**config.mk**
```make
export PLATFORM = sky130hd
export DESIGN_NAME = lat_regs_top
export DESIGN_NICKNAME = d
export VERILOG_FILES = /design/src/verilog/lat_pkg.sv /design/src/verilog/lat_lane_alarm.sv /design/src/verilog/lat_trim_select.sv /design/src/verilog/lat_regs_top.sv
export SDC_FILE = /design/constraint.sdc
export NUM_CORES = 1
export LEC_CHECK = 0
export BUFFER_PORTS_ARGS = -buffer_cell sky130_fd_sc_hd__buf_2
export CAP_MARGIN = 20
export CORE_UTILIZATION = 30
export CTS_BUF_LIST = sky130_fd_sc_hd__clkbuf_4 sky130_fd_sc_hd__clkbuf_8
export CTS_CLUSTER_SIZE = 25
export DETAILED_ROUTE_END_ITERATION = 8
export GPL_ROUTABILITY_DRIVEN = 0
export MAX_ROUTING_LAYER = met4
export PLACE_DENSITY = 0.48
export SYNTH_ARGS = -nofsm -noshare
export SYNTH_HDL_FRONTEND = slang
export SYNTH_SLANG_ARGS = --single-unit
```
**constraint.sdc**
```tcl
create_clock -name pclk -period 2.4 [get_ports pclk]
set_input_delay 0 -clock pclk [delete_from_list [all_inputs] [get_ports pclk]]
set_output_delay 0 -clock pclk [all_outputs]
set_load 0.005 [all_outputs]
```
**src/verilog/lat_pkg.sv**
```systemverilog
/*
 * Shared constants for the lane alarm and trim register slice: register
 * indices, field positions, reset values and the trim-load state type.
 * Assumes a word-addressed APB map where byte address = index * 4.
 */
package lat_pkg;

    ////////////////////////////////////////////////////////////////////////
    // Register indices (byte address is four times the index)
    localparam logic [9:0] IDX_ALARM_STATUS = 10'h2c1;
    localparam logic [9:0] IDX_LANE_FLAGS = 10'h2c4;
    localparam logic [9:0] IDX_DUAL_A = 10'h310;
    localparam logic [9:0] IDX_DUAL_B = 10'h313;
    localparam logic [9:0] IDX_SGL_A_IN1 = 10'h314;
    localparam logic [9:0] IDX_SGL_B_IN1 = 10'h315;
    localparam logic [9:0] IDX_SGL_A_IN2 = 10'h31a;
    localparam logic [9:0] IDX_SGL_B_IN2 = 10'h31b;
    localparam logic [9:0] IDX_OFS_A_DUAL_IN1 = 10'h344;
    localparam logic [9:0] IDX_MODE = 10'h380;
    localparam logic [9:0] IDX_IRQ_STATUS = 10'h381;
    localparam logic [9:0] IDX_IRQ_MASK = 10'h382;

    ////////////////////////////////////////////////////////////////////////
    // Field positions and reset values
    localparam int SUMMARY_BIT = 5;
    localparam logic [15:0] LANE_FLAGS_RST = 16'hffff;
    localparam logic SUMMARY_RST = 1'h1;
    localparam logic [7:0] TRIM_RST = 8'h00;
    localparam logic [11:0] OFS_RST = 12'h000;
    localparam int MODE_DUAL_BIT = 0;
    localparam int MODE_FG_BIT = 1;
    localparam int MODE_INSEL_BIT = 2;
    localparam int MODE_W = 3;
    localparam logic [2:0] MODE_RST = 3'h1;
    localparam int IRQ_LANE_BIT = 0;
    localparam int IRQ_LOAD_BIT = 1;
    localparam int IRQ_W = 2;
    localparam logic [1:0] IRQ_STATUS_RST = 2'h0;
    localparam logic [1:0] IRQ_MASK_RST = 2'h0;

    ////////////////////////////////////////////////////////////////////////
    // Factory trim load sequencer
    typedef enum logic [2:0] {
        LAT_LD_WAIT = 3'b001,
        LAT_LD_COPY = 3'b010,
        LAT_LD_DONE = 3'b100
    } lat_load_state_t;

    // Word index match of a byte address
    function automatic logic idx_hit(input logic [11:0] addr, input logic [9:0] idx);
        return addr[11:2] == idx;
    endfunction

endpackage

```
**src/verilog/lat_lane_alarm.sv**
```systemverilog
/*
 * Per-lane FIFO alarm vector and its summary flag.
 * Assumes lane error inputs are synchronous to pclk and that clear strobes
 * are one-cycle pulses from the register decoder.
 */
`timescale 1ns/1ns

module lat_lane_alarm #(
    parameter int LANES = 16
) (
    input wire logic pclk,                    // Bus clock
    input wire logic presetn,                 // Async reset, active low
    input wire logic [LANES-1:0] lane_err,    // Overflow/underflow per lane
    input wire logic [LANES-1:0] lane_active, // Lanes in use
    input wire logic [LANES-1:0] lane_clr,    // Write-one-to-clear per lane
    input wire logic sum_clr,                 // Clear summary and all lanes
    output logic [LANES-1:0] flags_q,         // Per-lane alarm vector
    output logic summary_q                    // Summary alarm flag
);

    ////////////////////////////////////////////////////////////////////////
    // Next values: a new error wins over a clear in the same cycle
    logic [LANES-1:0] flags_d;
    logic summary_d;
    logic any_active_err;

    assign any_active_err = |(lane_err & lane_active);
    assign flags_d = (flags_q & ~(lane_clr | {LANES{sum_clr}})) | lane_err;
    assign summary_d = (summary_q & ~sum_clr) | any_active_err;

    // Alarm state; everything reads as tripped after reset
    always_ff @(posedge pclk or negedge presetn) begin
        if (!presetn) begin
            flags_q <= LANES'(lat_pkg::LANE_FLAGS_RST);
            summary_q <= lat_pkg::SUMMARY_RST;
        end else begin
            flags_q <= flags_d;
            summary_q <= summary_d;
        end
    end
endmodule

```
**src/verilog/lat_trim_select.sv**
```systemverilog
/*
 * Selects the timing and offset trims that reach each converter core
 * from the channel mode, calibration mode and sampled input.
 * Assumes all register inputs are stable flops from the register file.
 */
`timescale 1ns/1ns

module lat_trim_select #(
    parameter int TRIM_W = 8,
    parameter int OFS_W = 12
) (
    input wire logic pclk,                      // Bus clock
    input wire logic presetn,                   // Async reset, active low
    input wire logic dual_mode,                 // 1: dual channel, 0: single
    input wire logic fg_cal_en,                 // Foreground calibration on
    input wire logic in_sel,                    // 0: first_analog_input
    input wire logic [TRIM_W-1:0] dual_a,       // Core A dual trim
    input wire logic [TRIM_W-1:0] dual_b,       // Core B dual trim
    input wire logic [TRIM_W-1:0] sgl_a_in1,    // Core A single, input 1
    input wire logic [TRIM_W-1:0] sgl_b_in1,    // Core B single, input 1
    input wire logic [TRIM_W-1:0] sgl_a_in2,    // Core A single, input 2
    input wire logic [TRIM_W-1:0] sgl_b_in2,    // Core B single, input 2
    input wire logic [OFS_W-1:0] ofs_a,         // Core A dual input-1 offset
    output logic [TRIM_W-1:0] core_a_timing_q,  // Applied core A timing
    output logic [TRIM_W-1:0] core_b_timing_q,  // Applied core B timing
    output logic [OFS_W-1:0] core_a_offset_q,   // Applied core A offset
    output logic core_a_offset_valid_q          // Offset trim in force
);

    ////////////////////////////////////////////////////////////////////////
    // Selection; single channel without calibration keeps the dual trims
    logic sgl_fg;
    logic ofs_use;
    logic [TRIM_W-1:0] a_d;
    logic [TRIM_W-1:0] b_d;

    assign sgl_fg = !dual_mode && fg_cal_en;
    assign a_d = sgl_fg ? (in_sel ? sgl_a_in2 : sgl_a_in1) : dual_a;
    assign b_d = sgl_fg ? (in_sel ? sgl_b_in2 : sgl_b_in1) : dual_b;
    // offset for dual, calibrated, first input
    assign ofs_use = dual_mode && fg_cal_en && !in_sel;

    // Registered so the analog side never sees a decode glitch
    always_ff @(posedge pclk or negedge presetn) begin
        if (!presetn) begin
            core_a_timing_q <= TRIM_W'(lat_pkg::TRIM_RST);
            core_b_timing_q <= TRIM_W'(lat_pkg::TRIM_RST);
            core_a_offset_q <= OFS_W'(lat_pkg::OFS_RST);
            core_a_offset_valid_q <= 1'b0;
        end else begin
            core_a_timing_q <= a_d;
            core_b_timing_q <= b_d;
            core_a_offset_q <= ofs_use ? ofs_a : OFS_W'(lat_pkg::OFS_RST);
            core_a_offset_valid_q <= ofs_use;
        end
    end
endmodule

```
**src/verilog/lat_regs_top.sv**
```systemverilog
/*
 * APB register slice holding the lane FIFO alarms, the timing trims and
 * the core A offset trim, with a sticky interrupt and a factory trim load.
 * Assumes a zero-wait APB master, fuse values valid from reset release,
 * and lane error inputs synchronous to pclk.
 */
// Added by the designer: the APB interface to the registers.
// Contract
// - Lane i overflow or underflow sets alarm bit i; all bits reset to one.
// - Writing one to an alarm bit clears it; a persisting error re-sets it.
// - Writing one to the summary bit clears the whole lane alarm vector.
// - Summary bit 5 of alarm status sets on any active lane error.
// - Each 8-bit timing trim register holds a core sampling instant value.
// - Timing trims load factory values at power-up; software reads and overwrites.
// - Dual channel mode applies first trim to core A, second to core B.
// - Single mode with calibration picks trim by core and sampled input.
// - 12-bit offset trim applies to core A, dual, calibrated, first input.
`timescale 1ns/1ns

module lat_regs_top #(
    parameter int LANES = 16,
    parameter int TRIM_W = 8,
    parameter int OFS_W = 12
) (
    input wire logic pclk,                      // Bus clock, 25 MHz
    input wire logic presetn,                   // Async reset, active low
    input wire logic psel,                      // APB select
    input wire logic penable,                   // APB access phase
    input wire logic pwrite,                    // APB write
    input wire logic [11:0] paddr,              // APB byte address
    input wire logic [31:0] pwdata,             // APB write data
    output logic [31:0] prdata,                 // APB read data
    output logic pready,                        // APB ready
    output logic pslverr,                       // APB error, unmapped
    input wire logic [LANES-1:0] lane_fifo_err, // Lane FIFO over/underflow
    input wire logic [LANES-1:0] lane_active,   // Lanes in use
    input wire logic [TRIM_W-1:0] fuse_dual_a,  // Factory trim values
    input wire logic [TRIM_W-1:0] fuse_dual_b,  // Factory trim
    input wire logic [TRIM_W-1:0] fuse_sgl_a_in1, // Factory trim
    input wire logic [TRIM_W-1:0] fuse_sgl_b_in1, // Factory trim
    input wire logic [TRIM_W-1:0] fuse_sgl_a_in2, // Factory trim
    input wire logic [TRIM_W-1:0] fuse_sgl_b_in2, // Factory trim
    input wire logic [OFS_W-1:0] fuse_ofs_a,    // Factory offset trim
    output logic [TRIM_W-1:0] core_a_timing,    // Applied core A timing
    output logic [TRIM_W-1:0] core_b_timing,    // Applied core B timing
    output logic [OFS_W-1:0] core_a_offset,     // Applied core A offset
    output logic core_a_offset_valid,           // Offset trim in force
    output logic irq                            // Interrupt, level
);

    ////////////////////////////////////////////////////////////////////////
    // Registers
    logic [TRIM_W-1:0] dual_a_q;
    logic [TRIM_W-1:0] dual_b_q;
    logic [TRIM_W-1:0] sgl_a_in1_q;
    logic [TRIM_W-1:0] sgl_b_in1_q;
    logic [TRIM_W-1:0] sgl_a_in2_q;
    logic [TRIM_W-1:0] sgl_b_in2_q;
    logic [OFS_W-1:0] ofs_a_q;
    logic [lat_pkg::MODE_W-1:0] mode_q;
    logic [lat_pkg::IRQ_W-1:0] irq_stat_q;
    logic [lat_pkg::IRQ_W-1:0] irq_stat_d;
    logic [lat_pkg::IRQ_W-1:0] irq_mask_q;
    logic [lat_pkg::IRQ_W-1:0] irq_set;
    logic [lat_pkg::IRQ_W-1:0] irq_clr;
    logic [31:0] prdata_q;
    logic [LANES-1:0] lane_flags;
    logic summary_flag;
    lat_pkg::lat_load_state_t ld_state_q;
    lat_pkg::lat_load_state_t ld_state_d;

    ////////////////////////////////////////////////////////////////////////
    // APB decode
    logic access;
    logic wr_acc;
    logic rd_acc;
    logic hit_alarm;
    logic hit_flags;
    logic hit_dual_a;
    logic hit_dual_b;
    logic hit_a_in1;
    logic hit_b_in1;
    logic hit_a_in2;
    logic hit_b_in2;
    logic hit_ofs;
    logic hit_mode;
    logic hit_istat;
    logic hit_imask;
    logic mapped;
    logic ld_done;
    logic ld_copy;

    assign ld_done = ld_state_q == lat_pkg::LAT_LD_DONE;
    assign ld_copy = ld_state_q == lat_pkg::LAT_LD_COPY;
    // Bus stalls until the factory load is over, then answers at once
    assign pready = ld_done;
    assign access = psel && penable && pready;
    assign wr_acc = access && pwrite;
    assign rd_acc = access && !pwrite;
    assign hit_alarm = lat_pkg::idx_hit(paddr, lat_pkg::IDX_ALARM_STATUS);
    assign hit_flags = lat_pkg::idx_hit(paddr, lat_pkg::IDX_LANE_FLAGS);
    assign hit_dual_a = lat_pkg::idx_hit(paddr, lat_pkg::IDX_DUAL_A);
    assign hit_dual_b = lat_pkg::idx_hit(paddr, lat_pkg::IDX_DUAL_B);
    assign hit_a_in1 = lat_pkg::idx_hit(paddr, lat_pkg::IDX_SGL_A_IN1);
    assign hit_b_in1 = lat_pkg::idx_hit(paddr, lat_pkg::IDX_SGL_B_IN1);
    assign hit_a_in2 = lat_pkg::idx_hit(paddr, lat_pkg::IDX_SGL_A_IN2);
    assign hit_b_in2 = lat_pkg::idx_hit(paddr, lat_pkg::IDX_SGL_B_IN2);
    assign hit_ofs = lat_pkg::idx_hit(paddr, lat_pkg::IDX_OFS_A_DUAL_IN1);
    assign hit_mode = lat_pkg::idx_hit(paddr, lat_pkg::IDX_MODE);
    assign hit_istat = lat_pkg::idx_hit(paddr, lat_pkg::IDX_IRQ_STATUS);
    assign hit_imask = lat_pkg::idx_hit(paddr, lat_pkg::IDX_IRQ_MASK);
    assign mapped = hit_alarm | hit_flags | hit_dual_a | hit_dual_b | hit_a_in1
                  | hit_b_in1 | hit_a_in2 | hit_b_in2 | hit_ofs | hit_mode
                  | hit_istat | hit_imask;
    assign pslverr = access && !mapped;

    ////////////////////////////////////////////////////////////////////////
    // Read multiplexer; unmapped and reserved bits read zero
    logic [31:0] rd_mux;

    assign rd_mux =
        hit_alarm ? 32'(summary_flag) << lat_pkg::SUMMARY_BIT :
        hit_flags ? 32'(lane_flags) :
        hit_dual_a ? 32'(dual_a_q) :
        hit_dual_b ? 32'(dual_b_q) :
        hit_a_in1 ? 32'(sgl_a_in1_q) :
        hit_b_in1 ? 32'(sgl_b_in1_q) :
        hit_a_in2 ? 32'(sgl_a_in2_q) :
        hit_b_in2 ? 32'(sgl_b_in2_q) :
        hit_ofs ? 32'(ofs_a_q) :
        hit_mode ? 32'(mode_q) :
        hit_istat ? 32'(irq_stat_q) :
        hit_imask ? 32'(irq_mask_q) : 32'h0000_0000;

    // Read data captured while the request waits, held through the answer
    always_ff @(posedge pclk or negedge presetn) begin
        if (!presetn) begin
            prdata_q <= 32'h0000_0000;
        end else if (psel && !access) begin
            prdata_q <= rd_mux;
        end
    end
    assign prdata = prdata_q;

    ////////////////////////////////////////////////////////////////////////
    // Factory trim load after reset release
    always_comb begin
        case (ld_state_q)
            lat_pkg::LAT_LD_WAIT: ld_state_d = lat_pkg::LAT_LD_COPY;
            lat_pkg::LAT_LD_COPY: ld_state_d = lat_pkg::LAT_LD_DONE;
            lat_pkg::LAT_LD_DONE: ld_state_d = lat_pkg::LAT_LD_DONE;
            default: ld_state_d = lat_pkg::LAT_LD_WAIT;
        endcase
    end

    always_ff @(posedge pclk or negedge presetn) begin
        if (!presetn) begin
            ld_state_q <= lat_pkg::LAT_LD_WAIT;
        end else begin
            ld_state_q <= ld_state_d;
        end
    end

    ////////////////////////////////////////////////////////////////////////
    // Trim registers: fuse copy first, software writes after
    // load then read/write
    always_ff @(posedge pclk or negedge presetn) begin
        if (!presetn) begin
            dual_a_q <= TRIM_W'(lat_pkg::TRIM_RST);
            dual_b_q <= TRIM_W'(lat_pkg::TRIM_RST);
            sgl_a_in1_q <= TRIM_W'(lat_pkg::TRIM_RST);
            sgl_b_in1_q <= TRIM_W'(lat_pkg::TRIM_RST);
            sgl_a_in2_q <= TRIM_W'(lat_pkg::TRIM_RST);
            sgl_b_in2_q <= TRIM_W'(lat_pkg::TRIM_RST);
        end else if (ld_copy) begin
            dual_a_q <= fuse_dual_a;
            dual_b_q <= fuse_dual_b;
            sgl_a_in1_q <= fuse_sgl_a_in1;
            sgl_b_in1_q <= fuse_sgl_b_in1;
            sgl_a_in2_q <= fuse_sgl_a_in2;
            sgl_b_in2_q <= fuse_sgl_b_in2;
        end else if (wr_acc) begin
            if (hit_dual_a) dual_a_q <= pwdata[TRIM_W-1:0];
            if (hit_dual_b) dual_b_q <= pwdata[TRIM_W-1:0];
            if (hit_a_in1) sgl_a_in1_q <= pwdata[TRIM_W-1:0];
            if (hit_b_in1) sgl_b_in1_q <= pwdata[TRIM_W-1:0];
            if (hit_a_in2) sgl_a_in2_q <= pwdata[TRIM_W-1:0];
            if (hit_b_in2) sgl_b_in2_q <= pwdata[TRIM_W-1:0];
        end
    end

    // Offset trim keeps only its low field; upper bits read zero
    // offset register storage
    always_ff @(posedge pclk or negedge presetn) begin
        if (!presetn) begin
            ofs_a_q <= OFS_W'(lat_pkg::OFS_RST);
        end else if (ld_copy) begin
            ofs_a_q <= fuse_ofs_a;
        end else if (wr_acc && hit_ofs) begin
            ofs_a_q <= pwdata[OFS_W-1:0];
        end
    end

    // Mode and interrupt mask
    always_ff @(posedge pclk or negedge presetn) begin
        if (!presetn) begin
            mode_q <= lat_pkg::MODE_RST;
            irq_mask_q <= lat_pkg::IRQ_MASK_RST;
        end else if (wr_acc) begin
            if (hit_mode) mode_q <= pwdata[lat_pkg::MODE_W-1:0];
            if (hit_imask) irq_mask_q <= pwdata[lat_pkg::IRQ_W-1:0];
        end
    end

    ////////////////////////////////////////////////////////////////////////
    // Interrupt status: clear only the bits the read returned, so an event
    // landing between capture and completion is never lost
    assign irq_set[lat_pkg::IRQ_LANE_BIT] = |lane_fifo_err;
    assign irq_set[lat_pkg::IRQ_LOAD_BIT] = ld_copy;
    assign irq_clr = (rd_acc && hit_istat) ? prdata_q[lat_pkg::IRQ_W-1:0] : '0;
    assign irq_stat_d = (irq_stat_q & ~irq_clr) | irq_set;

    always_ff @(posedge pclk or negedge presetn) begin
        if (!presetn) begin
            irq_stat_q <= lat_pkg::IRQ_STATUS_RST;
        end else begin
            irq_stat_q <= irq_stat_d;
        end
    end
    assign irq = |(irq_stat_q & irq_mask_q);

    ////////////////////////////////////////////////////////////////////////
    // Lane alarms
    logic [LANES-1:0] lane_clr;
    logic sum_clr;

    assign lane_clr = (wr_acc && hit_flags) ? pwdata[LANES-1:0] : '0;
    assign sum_clr = wr_acc && hit_alarm && pwdata[lat_pkg::SUMMARY_BIT];

    lat_lane_alarm #(
        .LANES(LANES)
    ) u_alarm (
        .pclk(pclk),
        .presetn(presetn),
        .lane_err(lane_fifo_err),
        .lane_active(lane_active),
        .lane_clr(lane_clr),
        .sum_clr(sum_clr),
        .flags_q(lane_flags),
        .summary_q(summary_flag)
    );

    ////////////////////////////////////////////////////////////////////////
    // Trim application to the cores
    lat_trim_select #(
        .TRIM_W(TRIM_W),
        .OFS_W(OFS_W)
    ) u_select (
        .pclk(pclk),
        .presetn(presetn),
        .dual_mode(mode_q[lat_pkg::MODE_DUAL_BIT]),
        .fg_cal_en(mode_q[lat_pkg::MODE_FG_BIT]),
        .in_sel(mode_q[lat_pkg::MODE_INSEL_BIT]),
        .dual_a(dual_a_q),
        .dual_b(dual_b_q),
        .sgl_a_in1(sgl_a_in1_q),
        .sgl_b_in1(sgl_b_in1_q),
        .sgl_a_in2(sgl_a_in2_q),
        .sgl_b_in2(sgl_b_in2_q),
        .ofs_a(ofs_a_q),
        .core_a_timing_q(core_a_timing),
        .core_b_timing_q(core_b_timing),
        .core_a_offset_q(core_a_offset),
        .core_a_offset_valid_q(core_a_offset_valid)
    );
endmodule

```
==> results.cfg <==
[outcome]
outcome = finished, final reports clean

[critical_path]
cp.arrival_ps = 2640
crit_chain = nor3b_4 > and4_1 > buf_6 > nand4_2 > buf_6 > mux2i_1 > o21ai_0 > dlygate4sd3_1
cp_slowest_cell = dlygate4sd3_1
cp_max_fo = 9
slowest_delay_ps = 590
required_ps = 2740
cp_common_cell = buf_6
endpoint_kind = register
crit_path_start_kind = register
path_class = reg2reg

[power]
seqPwrFrac_pct = 50.6
p_leak_nw = 4.45
swShare_pct = 27.0
p_sw_mw = 1.26
internal-power_mw = 3.41
ir_worst_vdd_v = 0.000291
combPwrFrac_pct = 13.3
p_per_area_nw_per_um2 = 479
power_mw = 4.67
p_clk_share_pct = 36.2

[place]
dp_hpwl_um = 18400
place_area_um2 = 8160
io_buffers = 170
dp_cells = 1155
dp_slack_ps = 146

[yosys]
ys_ff_latch = 132
synth_edf_count = 0
async_flop_share_pct = 100
synthTopCellsByCount = nand2_1, dfrtp_1, o21ai_0, mux2i_1, a21oi_1
yosysSeqAreaShare_pct = 47.6
ys.flop_type = dfrtp_1
yosysMostFrequentCell = nand2_1
netlist_area_um2 = 6980
synth_area_leaders = dfrtp_1, mux2i_1, dfstp_2
synth_top_area_cell = dfrtp_1
synth.distinct_cells = 71
syn_area_per_cell_um2 = 9.77
synth.top_cell.area_share_pct = 40.5
yosys_warnings = 0
synthCells = 715

[detailed_routing]
ant_nets = 0
drt_iter0_drc = 434
routed_wl_um = 25500
vias = 6683
avgRoutedWirePerCell_um = 19.5
firstDrtPassIters = 5
vias_per_cell = 5.11
drc = 0

[floorplanning]
dieArea_um2 = 23900
start_util_pct = 30.7
placement_rows = 55
core_um2 = 22700
die_w_um = 155
ios = 205
fp.dieH_um = 155

[grt]
grtUsageTotal_pct = 22.5
grt_pass1_vias = 6634
grt_start_max_net_pins = 58
grt_pass1_wl_um = 39000
overflow = 0
antenna_found_initial = 0

[timing]
post-route-min-period_ps = 2300
worst_slack_ps = 95.2
tns_ps = 0
worst_slew_pin_slew_ps = 903
setup_viol = 0
maxSlewViolCount = 0
hold_viol_final = 0
skew_ps = 11.9
period_share_pct = 96.0
fmax_ghz = 0.434
holdWs_ps = 54.3
relSlewSlack_pct = 39.8
rsz0062_at_grt = no

[finish]
stdcell_count = 1308
final_util_pct = 42.9
n_antenna_cell = 0
syn_to_final_growth_pct = 39.5
fin_area_um2 = 9740
drive_gt1_share_pct = 28.4
nets = 1152

[clock_network]
cts-buffers-inserted = 17
cts-root-buf = clkbuf_8
clock_latency_ps = 450
cts_sinks = 132
cts_tree = yes
path_clk_slew_ps = 80
clock_path_buffers = 2
cts_max_level = 4

[flow_run]
cap_violations = 0

[min_path]
worst_hold_path_type = in2async
-- layer usage --
layer  share of wire (%)  global-route usage, %  up-vias
li1                    -                      -     3159
met1                  44                   28.9     3293
met2                  50                   37.3      211
met3                 4.9                   3.33       20
met4                 1.1                   5.42        0
met5                   0                      -        -
-- power by group through the flow --
| stage | combinational, mW | sequential (mW) | clock [mW] |
|---|---|---|---|
| CTS | 0.616 | 2.36 | 1.74 |
| finish | 0.619 | 2.36 | 1.69 |
| global placement | 0.478 | 2.40 | 0 |
| detailed placement | 0.482 | 2.40 | 0 |
| global route | 0.683 | 2.37 | 1.83 |
| floorplan | 0.216 | 2.38 | 0 |
-- final timing paths --
kind | to | slack, ps | cells after the start | from
setup / recovery | sgl_b_in1_q[4]$_DFFE_PN0P_ | 100 | 8 | ld_state_q[2]$_DFF_PN0_
hold / removal | sgl_a_in1_q[6]$_DFFE_PN0P_ | 50 | 2 | presetn
setup reg to reg | sgl_b_in1_q[4]$_DFFE_PN0P_ | 100 | 8 | ld_state_q[2]$_DFF_PN0_
hold reg to reg | prdata[15]$_DFFE_PN0P_ | 460 | 2 | prdata[15]$_DFFE_PN0P_
max in group asynchronous | u_alarm.flags_q[3]$_DFF_PN1_ | 1520 | 3 | presetn
min in group pclk | irq_stat_q[0]$_DFF_PN0_ | 110 | 4 | pwrite
-- flip-flops by register name, indices dropped and copies added, names as in the netlist, 12 cells and up --
register,flops
u_alarm.flags_q,16
prdata,16
ofs_a_q,12
u_select.core_a_offset_q,12
-- timing repair --
item,4_1_cts,5_1_grt
setup endpoints to repair,0,13
setup buffers,0,2
hold buffers,120,0
gates resized for setup,0,4
endpoints found under the hold margin,183,0
-- layout by cell type (no fill, tap or decap), drive strengths merged, types with 12 or more instances in the layout --
cell / instances
buf: 199
dlygate4sd3: 120
nand2: 115
dfrtp: 113
o21ai: 88
mux2i: 60
a21oi: 34
clkbuf: 22
dfstp: 19
nor2: 18
nor2b: 16
conb: 16
a31o: 15
a22oi: 15
and2: 15
nand3: 12
-- worst max-delay path: cells and delay by family (launching register included) --
kind            cells  cell delay [ps]
flops               1              410
compound gates      1               90
buf+inv             3              940
simple gates        3              610
mux                 1              150
-- area by class of cell --
cell class / instances / area [µm²]
clock buffers: 22 / 290
multi-input cells: 533 / 3380
inverters: 8 / 30.0
clock inverters: 9 / 56.3
repair buffers: 319 / 2300
well taps: 285 / 357
flip-flops and latches: 132 / 3330
fillers: 2285 / 13000
-- cells by family after synthesis --
logic type | synth area share, %
AOI/OAI and AO/OA | 18.4
xor gates and xnor gates | 0.125
buffers and inverters | 5.05
DFF | 47.6
muxes | 9.89
other | 0.0537
and+or+nand+nor | 18.8
No activity file was read; power rests on OpenSTA's default activity.
